## config.mk

```make
export PLATFORM = sky130hd
export DESIGN_NAME = ccrs_sequencer
export DESIGN_NICKNAME = d
export VERILOG_FILES = /design/src/hdl/ccrs_pkg.sv /design/src/hdl/ccrs_sequencer.sv /design/src/hdl/ccrs_clk_div.sv
export VERILOG_INCLUDE_DIRS = /design/src /design/src/hdl
export SDC_FILE = /design/constraint.sdc
export NUM_CORES = 1
export LEC_CHECK = 0
export BUFFER_PORTS_ARGS = -buffer_cell sky130_fd_sc_hd__clkbuf_2
export CAP_MARGIN = 5
export CORE_UTILIZATION = 55
export CTS_BUF_LIST = sky130_fd_sc_hd__clkbuf_4
export DETAILED_ROUTE_END_ITERATION = 16
export HOLD_SLACK_MARGIN = 0.02
export PLACE_DENSITY = 0.78
export SLEW_MARGIN = 5
export SYNTH_ARGS = -nofsm -noshare
export SYNTH_HDL_FRONTEND = slang
export SYNTH_SLANG_ARGS = --single-unit
```

## constraint.sdc

```tcl
create_clock -name mclk_i -period 4.4 [get_ports mclk_i]
set_clock_uncertainty 0.05 [all_clocks]
set_input_delay 0.66 -clock mclk_i [delete_from_list [all_inputs] [get_ports mclk_i]]
set_output_delay 0.66 -clock mclk_i [all_outputs]
set_load 0.02 [all_outputs]
```

## src/hdl/ccrs_map.svh

```systemverilog
// ccrs_map.svh: offsets, field positions, reset values and counts of the
// codec clock and reset sequencer; include by bare name, definitions only
`ifndef CCRS_MAP_SVH
`define CCRS_MAP_SVH

`define CCRS_ADDR_W       8
`define CCRS_DATA_W       32
`define CCRS_DIV_W        8
`define CCRS_FCNT_W       5

`define CCRS_OFF_CTRL     8'h00
`define CCRS_OFF_DIV_MCLK 8'h04
`define CCRS_OFF_DIV_BCLK 8'h08
`define CCRS_OFF_GAP      8'h0c
`define CCRS_OFF_STATUS   8'h10

`define CCRS_CTRL_START   0
`define CCRS_CTRL_STOP    1
`define CCRS_CTRL_EXT     2
`define CCRS_CTRL_BSEL    3

`define CCRS_STAT_CODEC   0
`define CCRS_STAT_FLAG0   1
`define CCRS_STAT_FLAG2   2
`define CCRS_STAT_BUSY    3

`define CCRS_DIV_RST      8'h01
`define CCRS_GAP_RST      8'h01
`define CCRS_EXT_HALF     8'h02
`define CCRS_FRAME_LAST   5'h1f

`endif

```

## src/hdl/ccrs_pkg.sv

```systemverilog
// ccrs_pkg: types shared by the sequencer and its divider
// assumes ccrs_map.svh is on the include path
`include "ccrs_map.svh"

package ccrs_pkg;

   typedef enum logic [1:0] {S_IDLE, S_CODEC, S_MCLK, S_BCLK} ccrs_seq_t;

   typedef struct packed {
      logic [`CCRS_ADDR_W-1:0] addr;
      logic [`CCRS_DATA_W-1:0] wdata;
      logic                    wr;
      logic                    rd;
   } ccrs_bus_t;

   typedef struct packed {
      logic [`CCRS_DIV_W-1:0] cnt;
      logic                   out;
      logic                   rise;
      logic                   run_d;
   } ccrs_div_st_t;

   typedef struct packed {
      ccrs_seq_t               seq;
      logic                    codec_rel;
      logic                    run0;
      logic                    run2;
      logic                    ext;
      logic                    bsel;
      logic [`CCRS_DIV_W-1:0]  div0;
      logic [`CCRS_DIV_W-1:0]  div2;
      logic [`CCRS_DIV_W-1:0]  gap;
      logic [`CCRS_DIV_W-1:0]  gcnt;
      logic [`CCRS_FCNT_W-1:0] fcnt;
      logic                    frame;
      logic [2:0]              xsync;
      logic [`CCRS_DATA_W-1:0] rdata;
   } ccrs_st_t;

endpackage

```

## src/hdl/ccrs_sequencer.sv

```systemverilog
// ccrs_sequencer: master, bit and frame clocks for a stereo codec plus
// its reset release order, steered over a plain register port
// assumes bus strobes on mclk_i; external bit clock pins are asynchronous
`timescale 1ns/1ps
`include "ccrs_map.svh"

module ccrs_sequencer
   import ccrs_pkg::*;
(
   input  wire logic                    mclk_i,
   input  wire logic                    resetn_i,
   input  wire ccrs_bus_t               bus_i,
   output logic [`CCRS_DATA_W-1:0]      rdata_o,
   input  wire logic                    port2_receive_bit_clock_in_i,
   input  wire logic                    transmit_bit_clock_pin_i,
   output logic                         codec_master_clock_o,
   output logic                         port2_transmit_bit_clock_out_o,
   output logic                         port2_transmit_frame_sync_out_o,
   output logic                         host_port_general_output_o
);

   ccrs_st_t st_reg;
   ccrs_st_t st_next;
   logic     ext_pin;
   logic     ext_tick;
   logic     base_tick;
   logic     mclk_out;
   logic     bclk_out;
   logic     bclk_rise;

   function automatic logic [`CCRS_DIV_W-1:0] nz(
      input logic [`CCRS_DIV_W-1:0] v);
      nz = (v == '0) ? `CCRS_DIV_W'(1) : v;
   endfunction

   // mux ahead of the synchroniser; only stage 1 reads stage 0
   assign ext_pin  = st_reg.bsel ? transmit_bit_clock_pin_i
                                 : port2_receive_bit_clock_in_i;
   assign ext_tick = st_reg.xsync[1] & ~st_reg.xsync[2];
   // one base for both ports keeps the clocks integer related
   assign base_tick = st_reg.ext ? ext_tick : 1'b1;

   ccrs_clk_div u_port0_div
   (
      .mclk_i   (mclk_i),
      .resetn_i (resetn_i),
      .run_i    (st_reg.run0),
      .tick_i   (base_tick),
      .half_i   (st_reg.div0),
      .clk_o    (mclk_out),
      .rise_o   ()
   );

   ccrs_clk_div u_port2_div
   (
      .mclk_i   (mclk_i),
      .resetn_i (resetn_i),
      .run_i    (st_reg.run2),
      .tick_i   (base_tick),
      .half_i   (st_reg.ext ? `CCRS_EXT_HALF : st_reg.div2),
      .clk_o    (bclk_out),
      .rise_o   (bclk_rise)
   );

   always_comb
   begin
      st_next       = st_reg;
      st_next.rdata = '0;
      st_next.xsync = {st_reg.xsync[1:0], ext_pin};
      if (bus_i.wr)
      begin
         unique case (bus_i.addr)
            `CCRS_OFF_CTRL:
            begin
               st_next.ext  = bus_i.wdata[`CCRS_CTRL_EXT];
               st_next.bsel = bus_i.wdata[`CCRS_CTRL_BSEL];
            end
            `CCRS_OFF_DIV_MCLK: st_next.div0 = bus_i.wdata[`CCRS_DIV_W-1:0];
            `CCRS_OFF_DIV_BCLK: st_next.div2 = bus_i.wdata[`CCRS_DIV_W-1:0];
            `CCRS_OFF_GAP:      st_next.gap  = bus_i.wdata[`CCRS_DIV_W-1:0];
            default: ;
         endcase
      end
      if (bus_i.rd)
      begin
         unique case (bus_i.addr)
            `CCRS_OFF_CTRL:
            begin
               st_next.rdata[`CCRS_CTRL_EXT]  = st_reg.ext;
               st_next.rdata[`CCRS_CTRL_BSEL] = st_reg.bsel;
            end
            `CCRS_OFF_DIV_MCLK: st_next.rdata[`CCRS_DIV_W-1:0] = st_reg.div0;
            `CCRS_OFF_DIV_BCLK: st_next.rdata[`CCRS_DIV_W-1:0] = st_reg.div2;
            `CCRS_OFF_GAP:      st_next.rdata[`CCRS_DIV_W-1:0] = st_reg.gap;
            `CCRS_OFF_STATUS:
            begin
               st_next.rdata[`CCRS_STAT_CODEC] = st_reg.codec_rel;
               st_next.rdata[`CCRS_STAT_FLAG0] = ~st_reg.run0;
               st_next.rdata[`CCRS_STAT_FLAG2] = ~st_reg.run2;
               st_next.rdata[`CCRS_STAT_BUSY]  = st_reg.seq != S_IDLE &&
                                                 st_reg.seq != S_BCLK;
            end
            default: ;
         endcase
      end

      // power-on order, same in both base modes
      unique case (st_reg.seq)
         S_IDLE:
            if (bus_i.wr && bus_i.addr == `CCRS_OFF_CTRL &&
                bus_i.wdata[`CCRS_CTRL_START])
            begin
               st_next.seq       = S_CODEC;
               st_next.codec_rel = 1'b1;
            end
         S_CODEC:
         begin
            st_next.seq  = S_MCLK;
            st_next.run0 = 1'b1;
            st_next.gcnt = nz(st_reg.gap);
         end
         S_MCLK:
            // a zero gap still leaves one clock between releases
            if (st_reg.gcnt <= `CCRS_DIV_W'(1))
            begin
               st_next.seq  = S_BCLK;
               st_next.run2 = 1'b1;
            end
            else
               st_next.gcnt = st_reg.gcnt - `CCRS_DIV_W'(1);
         S_BCLK: ;
      endcase

      // stop wins over start: codec back in reset, ports held
      if (bus_i.wr && bus_i.addr == `CCRS_OFF_CTRL &&
          bus_i.wdata[`CCRS_CTRL_STOP])
      begin
         st_next.seq       = S_IDLE;
         st_next.codec_rel = 1'b0;
         st_next.run0      = 1'b0;
         st_next.run2      = 1'b0;
      end

      // frame clock counts bit clock periods, 64 to a frame
      if (st_reg.run2 && !st_reg.frame && st_reg.fcnt == '0 && !bclk_rise &&
          !st_next.run2)
         st_next.fcnt = '0;
      if (!st_reg.run2)
      begin
         st_next.fcnt  = '0;
         st_next.frame = 1'b0;
      end
      else if (bclk_rise)
      begin
         if (st_reg.fcnt == `CCRS_FRAME_LAST)
         begin
            st_next.fcnt  = '0;
            st_next.frame = ~st_reg.frame;
         end
         else
            st_next.fcnt = st_reg.fcnt + `CCRS_FCNT_W'(1);
      end
   end

   always_ff @(posedge mclk_i or negedge resetn_i)
   begin
      if (!resetn_i)
      begin
         st_reg      <= '0;
         st_reg.seq  <= S_IDLE;
         st_reg.div0 <= `CCRS_DIV_RST;
         st_reg.div2 <= `CCRS_DIV_RST;
         st_reg.gap  <= `CCRS_GAP_RST;
      end
      else
         st_reg <= st_next;
   end

   assign rdata_o                         = st_reg.rdata;
   assign codec_master_clock_o            = mclk_out;
   assign port2_transmit_bit_clock_out_o  = bclk_out;
   assign port2_transmit_frame_sync_out_o = st_reg.frame;
   assign host_port_general_output_o      = st_reg.codec_rel;
endmodule // ccrs_sequencer

```

## src/hdl/ccrs_clk_div.sv

```systemverilog
// ccrs_clk_div: one serial port clock divider, half period in base ticks
// assumes tick_i and run_i come from logic on mclk_i
`timescale 1ns/1ps
`include "ccrs_map.svh"

module ccrs_clk_div
   import ccrs_pkg::*;
(
   input  wire logic                   mclk_i,
   input  wire logic                   resetn_i,
   input  wire logic                   run_i,
   input  wire logic                   tick_i,
   input  wire logic [`CCRS_DIV_W-1:0] half_i,
   output logic                        clk_o,
   output logic                        rise_o
);

   ccrs_div_st_t           st_reg;
   ccrs_div_st_t           st_next;
   logic [`CCRS_DIV_W-1:0] half_eff;
   logic                   tick_eff;

   always_comb
   begin
      st_next       = st_reg;
      st_next.run_d = run_i;
      st_next.rise  = 1'b0;
      // held port runs at the processor clock over two
      half_eff = run_i ? half_i : `CCRS_DIV_RST;
      if (half_eff == '0)
         half_eff = `CCRS_DIV_RST;
      tick_eff = tick_i | ~run_i;
      if (run_i && !st_reg.run_d)
      begin
         // counter restarts on release, new rate at once
         st_next.cnt = '0;
         st_next.out = 1'b0;
      end
      else if (tick_eff)
      begin
         // >= so a divider shrunk mid-count cannot run away
         if (st_reg.cnt >= half_eff - `CCRS_DIV_W'(1))
         begin
            st_next.cnt  = '0;
            st_next.out  = ~st_reg.out;
            st_next.rise = ~st_reg.out;
         end
         else
            st_next.cnt = st_reg.cnt + `CCRS_DIV_W'(1);
      end
   end

   always_ff @(posedge mclk_i or negedge resetn_i)
   begin
      if (!resetn_i)
         st_reg <= '0;
      else
         st_reg <= st_next;
   end

   assign clk_o  = st_reg.out;
   assign rise_o = st_reg.rise;

endmodule // ccrs_clk_div

```

==> impl_metrics.tcl, run 1 <==
set metrics [dict create \
    outcome "completed" \
    final_nets 593 \
    synth-seq-area-share 0.400 \
    root_buffer "clkbuf_4" \
    synthTopCellsByArea "dfrtp_1 (38%), ha_1 (7.5%), mux2_2 (7.2%)" \
    fin_tns_setup_ns 0 \
    synth_edf_count 0 \
    finalPower_uw 2450 \
    place_ws_ns 0.971 \
    vias 3739 \
    place_area_mm2 0.00490 \
    gr-total-overflow 0 \
    relSlewSlack 0.357 \
    drive_gt1_frac 0.191 \
    wirelength_um 10000 \
    fp-row-count 33 \
    power_density_mw_per_mm2 486 \
    grt_pass1_vias 3311 \
    yosys.area.top_type_share 0.384 \
    synth_cells 498 \
    clk_pin_slew_ns 0.13 \
    synth_seq_cells 77 \
    detail-route-antenna-nets 0 \
    insertion_delay_ns 0.43 \
    largest_register_ff_count 44 \
    hold_buffers 0 \
    io_buffers 33 \
    vias_per_cell 5.95 \
    clock-sinks 77 \
    synth_top_area_cell "dfrtp_1" \
    antenna_found_initial 0 \
    synth.cell_area_mm2 0.00482 \
    timing_worst_setup_path_type "flip-flop to flip-flop" \
    max_clock_freq_mhz 289 \
    setup_viol 0 \
    initial_core_util 0.578 \
    start_kind "flip-flop" \
    worst_pin_slew_ns 0.964 \
    cts_buffer_depth 2 \
    gp_congestion 0.842 \
    rsz0062_at_grt "false" \
    area_growth_pct 4.41 \
    ir_worst_vdd_v 0.000315 \
    n_fill_cell 695 \
    setup_slack_ns 0.934 \
    synthArstFlopShare 1.00 \
    grt_pass1_wl_um 16100 \
    drc 0 \
    yosys_warnings 0 \
    timing.final.crit_share 0.788 \
    htree_levels 3 \
    die_x_um 95.6 \
    n_antenna_cell 0 \
    first_pass_iters 4 \
    maxCapViolCount 0 \
    cts_tree "done" \
    design_area_mm2 0.00503 \
    end_kind "flip-flop" \
    crit_required_ns 4.67 \
    holdCritPathClass "input pin to async pin" \
    core_mm2 0.00834 \
    cts_made_buffers 9 \
    io_pins 82 \
    grt_max_degree 78 \
    worst_ep_arrival_time_ns 3.74 \
    layout_min_cycle_time_ns 3.47 \
    slew_violations 0 \
    synthFlopType "dfrtp_1" \
    cts-resized-gates 0 \
    post_synth.cell_area_avg_um2 9.68 \
    drt-initial-drc-count 254 \
    p_leak_uw 0.00235 \
    hold_violations 0 \
    cts_setup_buffers 0 \
    hpwlAfterDp_um 7310 \
    worstPathMaxFanout 13 \
    ys_types 72 \
    grt_use_total 0.231 \
    die_h_um 95.6 \
    wl_per_cell_um 15.9 \
    dieArea_mm2 0.00915 \
]
-- layer usage --
metal  vias to the layer above  routed length (um)  share of wire  GRT usage
li1                       1793                   -              -          -
met1                      1833                4690           0.47      0.327
met2                       100                4690           0.47      0.355
met3                        13                 463          0.046     0.0407
met4                         0                 150          0.015     0.0846
met5                         -                   0              0          0
-- cell families after synthesis --
kind of cell             after synthesis  synth area share
adder cells (fa/ha/maj)               29            0.0752
buffers and inverters                 69            0.0830
AND/OR/NAND/NOR                      162             0.174
AO/OA/AOI/OAI                        112             0.159
XOR/XNOR                               9            0.0163
flip-flops                            77             0.400
multiplexers                          39            0.0916
other                                  1          0.000778
-- cell usage in the layout (no fill, tap or decap), drive strengths merged, types with 4 or more instances in the layout --
master / Yosys / layout
and3: 6 / 6
inv: 20 / 21
conb: 1 / 24
nand3: 15 / 15
nor2b: 4 / 4
nor2: 33 / 33
a22oi: 4 / 4
nor3: 11 / 11
clkbuf: 11 / 42
nand2b: 16 / 16
o31ai: 5 / 5
o21a: 4 / 4
mux2i: 7 / 7
xor2: 7 / 7
nor4: 7 / 7
mux2: 31 / 31
or3: 8 / 8
o21ai: 24 / 24
o22a: 5 / 5
dfrtp: 74 / 74
nand2: 44 / 44
a21oi: 28 / 28
nand4: 4 / 4
ha: 29 / 29
a31oi: 7 / 7
-- power breakdown --
| group | total (uW) | internal (uW) | switching [uW] |
|---|---|---|---|
| clock | 432 | 179 | 253 |
| combinational | 1010 | 437 | 569 |
| sequential | 1010 | 845 | 165 |
| total | 2450 | 1460 | 987 |
-- worst paths after layout --
check	from	to	cells after the start	slack (ns)
hold / removal	resetn_i	u_port2_div.st_reg[8]	1	0.31
max in group asynchronous	resetn_i	st_reg[69]	1	3.36
hold reg to reg	st_next[33]	st_next[34]	0	0.31
setup reg to reg	st_reg[61]	u_port2_div.st_reg[6]	12	0.93
setup / recovery	st_reg[61]	u_port2_div.st_reg[6]	12	0.93
min in group mclk_i	st_next[33]	st_next[34]	0	0.31
-- worst max-delay path, cell delays in order (launching register included) --
cell,delay (ns)
dfrtp_1,0.47
o31ai_1,0.62
a31oi_1,0.22
ha_1,0.32
nand3_1,0.09
o21ai_0,0.08
a21o_1,0.19
ha_1,0.26
nand2_1,0.06
o41ai_2,0.31
buf_4,0.23
nor2_1,0.10
a221o_1,0.34
-- final cells by class --
| class | count | area (um^2) | share of cell area |
|---|---|---|---|
| multi-input combinational | 375 | 2580 | 0.512 |
| sequential | 77 | 1930 | 0.383 |
| timing repair buffer | 35 | 183 | 0.0363 |
| tap | 105 | 131 | 0.0261 |
| clock buffer | 10 | 75.1 | 0.0149 |
| inverter | 20 | 75.1 | 0.0149 |
| clock inverter | 6 | 62.6 | 0.0124 |
-- cells in the mapped netlist (all sizes together) (4+ instances only) --
library cell / count
nand4: 4
nor3: 11
o21ai: 24
mux2: 31
o22a: 5
mux2i: 7
and3: 6
buf: 38
nor2: 33
ha: 29
dfrtp: 74
or3: 8
nor2b: 4
nand3: 15
a31oi: 7
a21oi: 28
o31ai: 5
xor2: 7
inv: 20
a22oi: 4
nand2: 44
clkbuf: 11
nand2b: 16
nor4: 7
o21a: 4
-- stage by stage --
step / instances / hold WS, ns / util
2_1_floorplan: 521 / 0.281 / -
3_3_place_gp: 612 / 0.287 / 0.587
3_5_place_dp: 612 / 0.287 / 0.587
4_1_cts: 628 / 0.316 / 0.604
5_1_grt: 628 / 0.335 / 0.604
6_report: 628 / 0.313 / 0.604
No activity file was read; power rests on OpenSTA's default activity.
==> run 2: changes to the inputs <==
- clock period: 4.4 -> 3.3 ns (I/O delays scaled with it)
==> run 2 against run 1 <==
Clock power rose by 33%. Sequential share of layout area fell by 0.92 points. Setup slack got worse by 0.79 ns. Largest power group is now combinational cells. Sequential power rose by 33%. Power rose by 36%. Hold slack got worse by 0.17 ns. Largest cell class unchanged. Combinational power rose by 39%. Final cell count rose by 2.2%. Global-route usage rose by 0.54 points. Register-to-register slack got worse by 0.79 ns. Routed wire length rose by 0.39%.
==> impl_metrics.tcl, run 2 (same netlist as run 1, synthesis figures left out) <==
set metrics [dict create \
    drc 0 \
    worst_ep_arrival_time_ns 3.43 \
    htree_levels 3 \
    final_cell_mix "dfrtp_1 (74), nand2_1 (43), nor2_1 (33)" \
    insertion_delay_ns 0.43 \
    vias 3775 \
    crit_chain "nor2b_1, o31ai_2, a31oi_1, ha_2, a31o_2, o211ai_1, ha_1, nand2_1, o41ai_2, buf_4, nor2_1, a221o_1" \
    wirelength_um 10000 \
    timing.final.crit_share 0.955 \
    power_density_mw_per_mm2 643 \
    initial_core_util 0.578 \
    layout_min_cycle_time_ns 3.15 \
    cts_made_buffers 9 \
    n_fill_cell 689 \
    max_clock_freq_mhz 317 \
    ir_worst_vdd_v 0.000431 \
    grt_use_total 0.237 \
    root_buffer "clkbuf_4" \
    worstPathMaxFanout 13 \
    end_kind "flip-flop" \
    cts_tree "done" \
    dieArea_mm2 0.00915 \
    die_x_um 95.6 \
    grt_pass1_wl_um 16600 \
    finalPower_uw 3320 \
    vias_per_cell 5.88 \
    drive_gt1_frac 0.220 \
    worst_pin_slew_ns 0.958 \
    hpwlAfterDp_um 7500 \
    place_ws_ns 0.0829 \
    place_area_mm2 0.00499 \
    p_leak_uw 0.00242 \
    io_pins 82 \
    clk_pin_slew_ns 0.12 \
    first_pass_iters 4 \
    hold_violations 0 \
    rrSetupSlack_ns 0.15 \
    grt_pass1_vias 3465 \
    relSlewSlack 0.361 \
    grt_max_degree 78 \
    hold_buffers 0 \
    slowest_delay_ns 0.46 \
    antenna_found_initial 0 \
    outcome "completed" \
    setup_viol 0 \
    gr-total-overflow 0 \
    setup_slack_ns 0.148 \
    largest_register_ff_count 44 \
    area_growth_pct 6.98 \
    fp-row-count 33 \
    holdWs_ns 0.138 \
    start_kind "flip-flop" \
    gp_congestion 0.927 \
    wl_per_cell_um 15.6 \
    design_area_mm2 0.00516 \
    core_mm2 0.00834 \
    holdCritPathClass "input pin to async pin" \
    layout_commonest_cell "dfrtp_1" \
    drt-initial-drc-count 204 \
    cts_buffer_depth 2 \
    regArea_mm2 0.00193 \
    slew_violations 0 \
    slowest_stage "dfrtp_1" \
    clock-sinks 77 \
    final_nets 607 \
    n_antenna_cell 0 \
    multi_input_area_mm2 0.00260 \
    crit_required_ns 3.58 \
    maxCapViolCount 0 \
    timing_worst_setup_path_type "flip-flop to flip-flop" \
    fin_tns_setup_ns 0 \
    die_h_um 95.6 \
    detail-route-antenna-nets 0 \
    io_buffers 33 \
]
-- run 2: per-layer routing --
metal,part of all wire,vias up,global-route usage
met4,0.015,0,0.0908
met5,0,-,0
met2,0.48,87,0.364
met1,0.46,1851,0.326
met3,0.047,16,0.0510
li1,-,1821,-
-- run 2: per-stage QoR --
stage | utilization | std cells
floorplan | - | 521
global placement | 0.598 | 624
detailed placement | 0.598 | 624
CTS | 0.614 | 640
global route | 0.619 | 642
finish | 0.619 | 642
-- run 2: worst paths after layout --
| kind | end | depth (start not counted) | from |
|---|---|---|---|
| worst max-delay path | u_port2_div.st_reg[6] | 12 | st_reg[74] |
| worst min-delay path | u_port2_div.st_reg[6] | 1 | resetn_i |
| worst max register to register | u_port2_div.st_reg[6] | 12 | st_reg[74] |
| worst min register to register | st_next[34] | 0 | st_next[33] |
| max in group asynchronous | st_reg[76] | 1 | resetn_i |
| min in group mclk_i | st_next[33] | 2 | port2_receive_bit_clock_in_i |
-- run 2: layout make-up --
type                            instances  share of cell area
Clock buffer                           10              0.0146
Tap cell                              105              0.0255
Timing Repair Buffer                   49              0.0558
Inverter                               20              0.0146
Multi-Input combinational cell        375               0.503
Sequential cell                        77               0.374
Clock inverter                          6              0.0121
-- run 2: critical path: cells and delay by family (launching register included) --
| family | cells | cell delay [ns] |
|---|---|---|
| compound gates | 6 | 1.31 |
| fa+ha+maj | 2 | 0.59 |
| buf+inv | 1 | 0.23 |
| flops | 1 | 0.46 |
| simple gates | 3 | 0.40 |
-- run 2: where the power goes --
| group | total, uW | internal [uW] | switching [uW] |
|---|---|---|---|
| Combinational | 1400 | 627 | 777 |
| Sequential | 1340 | 1130 | 212 |
| Clock | 576 | 238 | 338 |
-- run 2: timing repair --
item	CTS	global route
buffers inserted	0	2
endpoints found under the setup margin	0	11
resized for setup	0	4
